===== src/rtl/mfs_pkg.sv =====
package mfs_pkg;

    // clock and restart timing
    localparam int unsigned CLK_HZ         = 40_000_000;
    localparam int unsigned RESTART_MS     = 500;
    localparam int unsigned RESTART_CYCLES = RESTART_MS * (CLK_HZ / 1000);

    // parameter memory shape
    localparam int unsigned DW          = 32;
    localparam int unsigned PARAM_AW    = 4;
    localparam int unsigned PARAM_DEPTH = 16;
    localparam logic [4:0]  IDX_END     = 5'h10;

    // register byte offsets
    localparam logic [7:0] OFS_CTRL       = 8'h00;
    localparam logic [7:0] OFS_STATUS     = 8'h04;
    localparam logic [7:0] OFS_ERRCODE    = 8'h08;
    localparam logic [7:0] OFS_PARAM_ADDR = 8'h0C;
    localparam logic [7:0] OFS_PARAM_DATA = 8'h10;
    localparam logic [7:0] OFS_PROG_STAGE = 8'h14;
    localparam logic [7:0] OFS_PROG       = 8'h18;
    localparam logic [7:0] OFS_IRQ_STATUS = 8'h1C;
    localparam logic [7:0] OFS_IRQ_MASK   = 8'h20;

    // control bits (write-one pulses)
    localparam int unsigned CTRL_SAVE      = 0;
    localparam int unsigned CTRL_DL_START  = 1;
    localparam int unsigned CTRL_DL_COMMIT = 2;
    localparam int unsigned CTRL_DL_ABORT  = 3;

    // status bits
    localparam int unsigned STAT_READY = 0;
    localparam int unsigned STAT_BUSY  = 1;
    localparam int unsigned STAT_DL    = 2;
    localparam int unsigned STAT_UERR  = 3;
    localparam int unsigned STAT_HELD  = 4;

    // interrupt bits
    localparam int unsigned IRQ_READY    = 0;
    localparam int unsigned IRQ_UERR     = 1;
    localparam int unsigned IRQ_DL_ABORT = 2;
    localparam int unsigned IRQ_RESET    = 3;

    // reset values and bus answers
    localparam logic [7:0]  ERRCODE_RST = 8'h00;
    localparam logic [3:0]  MASK_RST    = 4'h0;
    localparam logic [31:0] PROG_RST    = 32'h0000_0000;
    localparam logic [1:0]  RESP_OKAY   = 2'h0;
    localparam logic [1:0]  RESP_SLVERR = 2'h2;

    typedef enum logic [2:0] {
        ST_HELD,
        ST_RELOAD,
        ST_BOOT,
        ST_READY,
        ST_SAVE
    } mfs_phase_t;

    // pins from the host
    typedef struct packed {
        logic proc_reset;
        logic clear_channel;
    } mfs_link_in_t;

    // pins toward the host
    typedef struct packed {
        logic proc_ready;
        logic user_error;
    } mfs_link_out_t;

    typedef struct packed {
        mfs_phase_t    phase;
        logic [4:0]    idx;
        logic [31:0]   boot_cnt;
        logic [3:0]    param_addr;
        logic [7:0]    errcode;
        logic [3:0]    irq_st;
        logic [3:0]    irq_mask;
        logic          dl_active;
        logic [31:0]   stage;
        logic [31:0]   prog;
        logic          aw_have;
        logic [7:0]    awaddr;
        logic          w_have;
        logic [31:0]   wdata;
        logic [3:0]    wstrb;
        logic          awready;
        logic          wready;
        logic          bvalid;
        logic [1:0]    bresp;
        logic          arready;
        logic          rvalid;
        logic [31:0]   rdata;
        logic [1:0]    rresp;
        mfs_link_out_t link_out;
        logic          irq;
    } mfs_state_t;

    localparam mfs_state_t STATE_RST = '{
        phase:    ST_RELOAD,
        errcode:  ERRCODE_RST,
        irq_mask: MASK_RST,
        prog:     PROG_RST,
        awready:  1'b1,
        wready:   1'b1,
        arready:  1'b1,
        default:  '0
    };

    // byte-lane merge of a write into an old value
    function automatic logic [31:0] mfs_merge(input logic [31:0] old_v,
                                              input logic [31:0] new_v,
                                              input logic [3:0]  strb);
        logic [31:0] res;
        res = old_v;
        for (int i = 0; i < 4; i++) begin
            if (strb[i]) begin
                res[8*i +: 8] = new_v[8*i +: 8];
            end
        end
        return res;
    endfunction

endpackage


===== src/rtl/mfs_param_mem.sv =====
`timescale 1ns/10ps
`default_nettype none

module mfs_param_mem
    import mfs_pkg::*;
#(
    parameter int unsigned WIDTH = DW,
    parameter int unsigned AW    = PARAM_AW
) (
    // clock
    input  wire logic             aclk,
    input  wire logic             ce,
    // write port
    input  wire logic             we,
    input  wire logic [AW-1:0]    waddr,
    input  wire logic [WIDTH-1:0] wdata,
    // read port, one cycle latency
    input  wire logic [AW-1:0]    raddr,
    output logic      [WIDTH-1:0] rdata
);

    logic [WIDTH-1:0] mem [2**AW];

    ////////////////////////////////////////////////////////////////////////////
    // no reset on the array: contents survive a processor restart
    always_ff @(posedge aclk) begin
        if (ce) begin
            if (we) begin
                mem[waddr] <= wdata;
            end
            rdata <= mem[raddr];
        end
    end

endmodule // mfs_param_mem

`default_nettype wire


===== src/rtl/mfs_supervisor.sv =====
`timescale 1ns/10ps
`default_nettype none

module mfs_supervisor
    import mfs_pkg::*;
#(
    parameter int unsigned RESTART_LEN = RESTART_CYCLES
) (
    // clock, reset, enable
    input  wire logic          aclk,
    input  wire logic          aresetn,
    input  wire logic          ce,
    // host link pins
    input  wire mfs_link_in_t  link_in,
    output mfs_link_out_t      link_out,
    // axi4-lite write
    input  wire logic [7:0]    s_axi_awaddr,
    input  wire logic          s_axi_awvalid,
    output logic               s_axi_awready,
    input  wire logic [31:0]   s_axi_wdata,
    input  wire logic [3:0]    s_axi_wstrb,
    input  wire logic          s_axi_wvalid,
    output logic               s_axi_wready,
    output logic [1:0]         s_axi_bresp,
    output logic               s_axi_bvalid,
    input  wire logic          s_axi_bready,
    // axi4-lite read
    input  wire logic [7:0]    s_axi_araddr,
    input  wire logic          s_axi_arvalid,
    output logic               s_axi_arready,
    output logic [31:0]        s_axi_rdata,
    output logic [1:0]         s_axi_rresp,
    output logic               s_axi_rvalid,
    input  wire logic          s_axi_rready,
    // interrupt
    output logic               irq
);
    localparam logic [31:0] BOOT_LAST = 32'(RESTART_LEN - 1);
    mfs_state_t  r, next_r;
    logic        work_we, nv_we, commit_now;
    logic [3:0]  work_waddr, work_raddr, nv_waddr, nv_raddr;
    logic [31:0] work_wdata, work_rdata, nv_wdata, nv_rdata;

    ////////////////////////////////////////////////////////////////////////////
    // working parameters and their nonvolatile copy
    mfs_param_mem u_work (
        .aclk  (aclk),
        .ce    (ce),
        .we    (work_we),
        .waddr (work_waddr),
        .wdata (work_wdata),
        .raddr (work_raddr),
        .rdata (work_rdata)
    );

    mfs_param_mem u_nv (
        .aclk  (aclk),
        .ce    (ce),
        .we    (nv_we),
        .waddr (nv_waddr),
        .wdata (nv_wdata),
        .raddr (nv_raddr),
        .rdata (nv_rdata)
    );

    ////////////////////////////////////////////////////////////////////////////
    // register read decode: bit 32 marks a mapped offset
    function automatic logic [32:0] reg_read(input logic [7:0] a);
        logic [32:0] v;
        v = {1'b1, 32'h0000_0000};
        case (a)
            OFS_CTRL:       v[31:0] = 32'h0000_0000;
            OFS_STATUS: begin
                v[STAT_READY] = r.link_out.proc_ready;
                v[STAT_BUSY]  = (r.phase != ST_READY);
                v[STAT_DL]    = r.dl_active;
                v[STAT_UERR]  = r.link_out.user_error;
                v[STAT_HELD]  = (r.phase == ST_HELD);
            end
            OFS_ERRCODE:    v[7:0]  = r.errcode;
            OFS_PARAM_ADDR: v[3:0]  = r.param_addr;
            OFS_PARAM_DATA: v[31:0] = work_rdata;
            OFS_PROG_STAGE: v[31:0] = r.stage;
            OFS_PROG:       v[31:0] = r.prog;
            OFS_IRQ_STATUS: v[3:0]  = r.irq_st;
            OFS_IRQ_MASK:   v[3:0]  = r.irq_mask;
            default:        v       = 33'h0_0000_0000;
        endcase
        return v;
    endfunction

    ////////////////////////////////////////////////////////////////////////////
    // next-state logic for bus slave, restart sequencer and download
    always_comb begin
        logic [32:0] old_v, rd_v;
        logic [31:0] wv, wm;
        logic [3:0]  ctrl, irq_clr, set_irq;
        logic        wr_go;
        old_v      = '0;
        rd_v       = '0;
        wv         = '0;
        wm         = '0;
        ctrl       = '0;
        irq_clr    = '0;
        set_irq    = '0;
        next_r     = r;
        commit_now = 1'b0;
        work_we    = 1'b0;
        work_waddr = r.param_addr;
        work_wdata = 32'h0000_0000;
        work_raddr = r.param_addr;
        nv_we      = 1'b0;
        nv_waddr   = r.idx[3:0];
        nv_wdata   = work_rdata;
        nv_raddr   = r.idx[3:0];

        // address and data channels are taken independently
        if (s_axi_awvalid && r.awready) begin
            next_r.aw_have = 1'b1;
            next_r.awaddr  = s_axi_awaddr;
        end
        if (s_axi_wvalid && r.wready) begin
            next_r.w_have = 1'b1;
            next_r.wdata  = s_axi_wdata;
            next_r.wstrb  = s_axi_wstrb;
        end
        if (r.bvalid && s_axi_bready) begin
            next_r.bvalid = 1'b0;
        end

        // write once both halves are held
        wr_go = r.aw_have && r.w_have && !r.bvalid;
        if (wr_go) begin
            old_v          = reg_read(r.awaddr);
            wv             = mfs_merge(old_v[31:0], r.wdata, r.wstrb);
            wm             = mfs_merge(32'h0000_0000, r.wdata, r.wstrb);
            next_r.aw_have = 1'b0;
            next_r.w_have  = 1'b0;
            next_r.bvalid  = 1'b1;
            next_r.bresp   = old_v[32] ? RESP_OKAY : RESP_SLVERR;
            case (r.awaddr)
                OFS_CTRL:       ctrl = wm[3:0];
                OFS_ERRCODE:    next_r.errcode = wv[7:0];
                OFS_PARAM_ADDR: next_r.param_addr = wv[3:0];
                OFS_PARAM_DATA: begin
                    // working copy only; survives until the next restart
                    if (r.phase == ST_READY) begin
                        work_we    = 1'b1;
                        work_wdata = wv;
                    end
                end
                OFS_PROG_STAGE: begin
                    if (r.dl_active) begin
                        next_r.stage = wv;
                    end
                end
                OFS_IRQ_STATUS: irq_clr = wm[3:0];
                OFS_IRQ_MASK:   next_r.irq_mask = wv[3:0];
                default: ;
            endcase
        end

        // read answers in the cycle after the address is taken
        if (s_axi_arvalid && r.arready) begin
            rd_v          = reg_read(s_axi_araddr);
            next_r.rvalid = 1'b1;
            next_r.rdata  = rd_v[31:0];
            next_r.rresp  = rd_v[32] ? RESP_OKAY : RESP_SLVERR;
        end else if (r.rvalid && s_axi_rready) begin
            next_r.rvalid = 1'b0;
        end

        // restart sequencer
        case (r.phase)
            ST_HELD: begin
                if (!link_in.proc_reset) begin
                    next_r.phase = ST_RELOAD;
                    next_r.idx   = '0;
                end
            end
            ST_RELOAD: begin
                // copy store to working memory, one word behind the read
                if (r.idx != 5'h00) begin
                    work_we    = 1'b1;
                    work_waddr = 4'(r.idx - 5'h01);
                    work_wdata = nv_rdata;
                end
                if (r.idx == IDX_END) begin
                    next_r.phase    = ST_BOOT;
                    next_r.boot_cnt = '0;
                end else begin
                    next_r.idx = r.idx + 5'h01;
                end
            end
            ST_BOOT: begin
                if (r.boot_cnt == BOOT_LAST) begin
                    next_r.phase       = ST_READY;
                    set_irq[IRQ_READY] = 1'b1;
                end else begin
                    next_r.boot_cnt = r.boot_cnt + 32'h0000_0001;
                end
            end
            ST_READY: begin
                if (ctrl[CTRL_SAVE]) begin
                    next_r.phase = ST_SAVE;
                    next_r.idx   = '0;
                end
                if (ctrl[CTRL_DL_START]) begin
                    next_r.dl_active = 1'b1;
                end
            end
            ST_SAVE: begin
                work_raddr = r.idx[3:0];
                if (r.idx != 5'h00) begin
                    nv_we    = 1'b1;
                    nv_waddr = 4'(r.idx - 5'h01);
                end
                if (r.idx == IDX_END) begin
                    next_r.phase = ST_READY;
                end else begin
                    next_r.idx = r.idx + 5'h01;
                end
            end
            default: next_r.phase = ST_HELD;
        endcase

        // download ends in commit or abort; an abort keeps the old program
        if (r.dl_active && (ctrl[CTRL_DL_ABORT] || link_in.clear_channel
                            || link_in.proc_reset)) begin
            next_r.dl_active      = 1'b0;
            set_irq[IRQ_DL_ABORT] = 1'b1;
        end else if (r.dl_active && ctrl[CTRL_DL_COMMIT]) begin
            next_r.dl_active = 1'b0;
            next_r.prog      = r.stage;
            commit_now       = 1'b1;
        end

        // processor reset wins over the restart sequencer and memory writes; a save in flight is cut short
        if (link_in.proc_reset) begin
            if (r.phase != ST_HELD) begin
                set_irq[IRQ_RESET] = 1'b1;
            end
            next_r.phase    = ST_HELD;
            next_r.boot_cnt = '0;
            work_we         = 1'b0;
            nv_we           = 1'b0;
        end

        // user error flags, sticky bits cleared before set, so a set wins
        if (next_r.errcode != ERRCODE_RST && r.errcode == ERRCODE_RST) begin
            set_irq[IRQ_UERR] = 1'b1;
        end
        next_r.irq_st = (r.irq_st & ~irq_clr) | set_irq;
        next_r.irq    = |(next_r.irq_st & next_r.irq_mask);

        // bus readiness and pins, all registered
        next_r.awready             = !next_r.aw_have && !next_r.bvalid;
        next_r.wready              = !next_r.w_have && !next_r.bvalid;
        next_r.arready             = !next_r.rvalid;
        next_r.link_out.proc_ready = next_r.phase inside {ST_READY, ST_SAVE};
        next_r.link_out.user_error = (next_r.errcode != ERRCODE_RST);
    end

    ////////////////////////////////////////////////////////////////////////////
    // state register; enable low freezes everything but the synchronous reset
    always_ff @(posedge aclk) begin
        if (!aresetn) begin
            r <= STATE_RST;
        end else if (ce) begin
            r <= next_r;
        end
    end

    // outputs straight from the state register
    assign link_out      = r.link_out;
    assign s_axi_awready = r.awready;
    assign s_axi_wready  = r.wready;
    assign s_axi_bresp   = r.bresp;
    assign s_axi_bvalid  = r.bvalid;
    assign s_axi_arready = r.arready;
    assign s_axi_rdata   = r.rdata;
    assign s_axi_rresp   = r.rresp;
    assign s_axi_rvalid  = r.rvalid;
    assign irq           = r.irq;
endmodule // mfs_supervisor
`default_nettype wire


===== config.mk =====
export PLATFORM = sky130hd
export DESIGN_NAME = mfs_supervisor
export DESIGN_NICKNAME = d
export VERILOG_FILES = /design/src/rtl/mfs_pkg.sv /design/src/rtl/mfs_param_mem.sv /design/src/rtl/mfs_supervisor.sv
export SDC_FILE = /design/constraint.sdc
export NUM_CORES = 2
export LEC_CHECK = 0
export CAP_MARGIN = 20
export CORE_MARGIN = 2
export CORE_UTILIZATION = 25
export CTS_CLUSTER_SIZE = 20
export DETAILED_ROUTE_END_ITERATION = 16
export DONT_BUFFER_PORTS = 1
export GPL_TIMING_DRIVEN = 0
export PLACE_DENSITY = 0.4
export SKIP_LAST_GASP = 1
export SYNTH_ARGS = -nofsm -noshare
export SYNTH_HDL_FRONTEND = slang
export SYNTH_SLANG_ARGS = --single-unit

===== constraint.sdc =====
create_clock -name aclk -period 4.03 [get_ports aclk]
set_input_delay 0.806 -clock aclk [delete_from_list [all_inputs] [get_ports aclk]]
set_output_delay 0.806 -clock aclk [all_outputs]
set_load 0.01 [all_outputs]

==> results.tsv <==
metric	value	unit
path_clk_slew	0.06	ns
synthFlopType	edfxtp_1	
synthDistinctLibCells	85	
final_nets	3441	
met2_length	76480	um
dp_hpwl	114100	um
grt_remaining_overflow	0	
synth_area	52190	um2
drv_cap	0	
cts_inserted_buffers	149	
power	29.28	mW
synth_warnings	0	
synth_compound_area_share	6.241	%
hp-start	s_axi_wdata[23]	
num_io_pins	106	
core-area	207300	um2
pre_cts_slack	-1.964	ns
ir_drop	375.9	uV
cts_sinks	1301	
syn_inst	3122	
grt_start_max_net_pins	67	
syn_avg_cell_area	16.72	um2
grt_pass1_wl	230200	um
vias	29424	
cts_tree	yes	
die_area	212400	um2
cts_root_buf	clkbuf_16	
drive_above_1_share	22.88	%
wl	164100	um
wl_met1	74870	um
reg2reg_from	nv_raddr[1]$_SDFFE_PN0P_	
status	finished, final reports clean	
cp.arrival	4.25	ns
clock_skew	0.03776	ns
finalCritPeriodShare	94.06	%
wl_per_cell	26.11	um
clk_latency	0.79	ns
ant_nets	0	
die_h	460.9	um
wl_met3	9027	um
muxShareOfSynthArea	13.25	%
postSynth.asyncResetShare	0	%
ff2ff_path_depth	13	
antenna_found_initial	25	
first_iter_violations	3026	
crit_type	reg -> reg	
hold_ws	0.1738	ns
place_congestion	0.8578	
grt_pass1_vias	29551	
final_core_util	30.19	%
regToRegEndpoint	u_nv.mem[5][28]$_DFFE_PP_	
h-tree-depth	4	
clock.fmax	263.8	MHz
globalRouteTotalUtil	15.36	%
min_path_type	in -> reg	
synth_fa_ha_area_share	0.09590	%
n_fill_cell	20549	
route.detailed.drc	0	
endpoint_kind	flip-flop	
crit_path_max_fanout	14	
clockBufferDepth	3	
synth-edff-count	1088	
rsz0062_at_grt	false	
max_slew_margin	21.77	%
synth-seq-area-share	70.77	%
io_buffer_count	0	
fp.dieW	460.9	um
finalHoldViolations	0	
critPathRequiredTime	4.49	ns
finalSetupViolations	0	
synth_top_family_by_area	multiplexers	
holdPathStages	2	
period_needed	3.791	ns
cts_hold_buf	0	
placementRows	167	
whs_endpoint	r[71]$_SDFFE_PN0P_	
reg2reg_setup_slack	0.24	ns
synth_xor_area_share	0.5035	%
start_util	25.18	%
power_leakage	20.08	nW
dr.max_layer_used	met5	
setup_ws	0.2392	ns
yosys.area_share.simple	6.845	%
maxSlewViolCount	0	
via_per_inst	4.680	
yosys_register_bits	1301	
cellPowerDensity	468.0	nW/um2
syn_to_final_growth	19.89	%
tightest_slew	1.173	ns
cp-start-kind	flip-flop	
drt_first_pass_iters	8	
placed cells by master (no fill, tap or decap), types with 8 or more instances in the layout:
cell type and instances:
edfxtp_1 1088, nand2_1 403, mux4_2 288, dfxtp_1 213
clkbuf_16 151, clkbuf_1 138, a21boi_0 87, o21ai_0 79
buf_4 78, nor2_1 78, and2_1 69, buf_12 51
mux2i_1 41, a31oi_1 38, a22oi_1 35, a21oi_1 34
a211oi_1 33, buf_2 32, nor2_4 32, a21boi_1 31
nand3_1 30, clkinv_2 28, a22o_2 26, nor2b_1 25
a222oi_1 25, xnor2_1 24, nor3_1 23, clkinv_1 23
inv_1 19, and3_1 16, buf_6 15, buf_1 14
nor4_1 14, nand4_1 13, clkbuf_8 13, bufinv_16 11
buf_8 10, nand2b_1 8, o31ai_1 8
cell type report:
class / count / area (um2) / area share, %
tap: 2788 / 3488 / 5.575
antenna: 3 / 7.507 / 0.01200
sequential: 1301 / 36940 / 59.03
timing repair buffer: 101 / 1607 / 2.568
clock inverter: 78 / 869.6 / 1.390
inverter: 19 / 71.32 / 0.1140
buffer: 219 / 1135 / 1.814
multi-input combinational: 1584 / 14380 / 22.99
clock buffer: 194 / 4070 / 6.505
power by group:
part	internal (mW)	total, mW	switching [mW]
combinational	0.354	0.973	0.619
clock	7.90	13.6	5.71
sequential	14.6	14.7	0.0993
total	22.9	29.3	6.43
flip-flops by register name, summed over array words and instances (netlist names), 2 cells and up:
register / count
link_out: 2
nv_raddr: 4
r: 167
s_axi_rdata: 32
u_nv.mem: 512
u_nv.rdata: 32
u_work.mem: 512
u_work.rdata: 32
worst max-delay path by stage:
stage	from	end	slack, ns	cells past startpoint
4_1_cts	nv_raddr[1]$_SDFFE_PN0P_	u_work.mem[14][30]$_DFFE_PP_	0.02	10
2_1_floorplan	nv_raddr[1]$_SDFFE_PN0P_	u_work.mem[11][0]$_DFFE_PP_	-0.38	11
3_5_place_dp	nv_raddr[1]$_SDFFE_PN0P_	u_work.mem[8][22]$_DFFE_PP_	-1.96	12
3_3_place_gp	nv_raddr[1]$_SDFFE_PN0P_	u_work.mem[8][24]$_DFFE_PP_	-4.50	11
5_1_grt	nv_raddr[1]$_SDFFE_PN0P_	u_nv.mem[12][24]$_DFFE_PP_	0.04	12
6_report	nv_raddr[1]$_SDFFE_PN0P_	u_nv.mem[5][28]$_DFFE_PP_	0.24	13
cells in the mapped netlist (4+ instances only):
| library cell | n | share of area [%] |
|---|---|---|
| a31oi_1 | 38 | 0.46 |
| and4_1 | 4 | 0.067 |
| buf_2 | 31 | 0.30 |
| a21oi_1 | 34 | 0.33 |
| xor2_1 | 6 | 0.10 |
| xnor2_1 | 24 | 0.40 |
| inv_1 | 19 | 0.14 |
| nand3_1 | 30 | 0.29 |
| nand2_1 | 403 | 2.9 |
| nand3b_1 | 4 | 0.058 |
| nor2_1 | 111 | 0.80 |
| mux4_2 | 288 | 12 |
| nand4_1 | 13 | 0.16 |
| or3_1 | 6 | 0.072 |
| edfxtp_1 | 1088 | 63 |
| o21ai_0 | 83 | 0.80 |
| ha_1 | 4 | 0.096 |
| a22oi_1 | 35 | 0.50 |
| or2_2 | 4 | 0.048 |
| a22o_1 | 32 | 0.54 |
| a221oi_1 | 4 | 0.067 |
| a21o_1 | 5 | 0.072 |
| a211oi_1 | 33 | 0.47 |
| nor3_1 | 24 | 0.23 |
| mux2i_1 | 43 | 0.82 |
| nor3b_1 | 6 | 0.086 |
| clkbuf_1 | 115 | 0.83 |
| a21boi_1 | 31 | 0.45 |
| nor4_1 | 14 | 0.17 |
| buf_4 | 47 | 0.68 |
| and3_1 | 16 | 0.19 |
| buf_1 | 15 | 0.11 |
| a21boi_0 | 87 | 1.3 |
| o31ai_1 | 8 | 0.12 |
| and2_1 | 69 | 0.83 |
| nor2b_1 | 25 | 0.30 |
| a222oi_1 | 25 | 0.48 |
| dfxtp_1 | 213 | 8.2 |
| buf_6 | 11 | 0.24 |
| nand2b_1 | 9 | 0.11 |
cell families (layout without fill, tap and decap cells):
kind of cell	after synthesis	count (layout)
simple gates	763	763
compound gates	454	454
fa+ha+maj	4	4
mux	331	331
xor+xnor	30	30
buf+inv	238	611
flops	1301	1301
other cells	1	5
per-stage QoR:
stage	instance area (um2)	instances	setup TNS [ns]
2_1_floorplan	52230	3123	-161.27
3_3_place_gp	55720	5911	-4442.21
3_5_place_dp	56910	5964	-2448.81
4_1_cts	62520	6282	0
5_1_grt	62560	6284	0
6_report	62570	6287	0
worst max-delay path, cell delays in order (launching register included):
cell and delay, ns:
dfxtp_1 0.33, clkbuf_2 0.32, clkbuf_4 0.34, buf_4 0.33, inv_1 0.12, ha_1 0.24
nor4b_2 0.20, nor2_2 0.28, a21oi_1 0.10, a31oi_1 0.35, nand2b_2 0.25, nor2_4 0.21
buf_12 0.20, buf_16 0.18
metal layers:
| metal | global-route usage [%] | vias up |
|---|---|---|
| li1 | - | 12818 |
| met1 | 21.52 | 15527 |
| met5 | 0 | - |
| met2 | 24.44 | 851 |
| met4 | 3.662 | 4 |
| met3 | 2.974 | 224 |
timing repair:
| action | in CTS | in global routing |
|---|---|---|
| buffers inserted | 46 | 0 |
| pin swaps | 32 | 1 |
| gates resized for setup | 39 | 9 |
| endpoints found under the setup margin | 1574 | 1105 |
(Power assumes the default switching activity.)
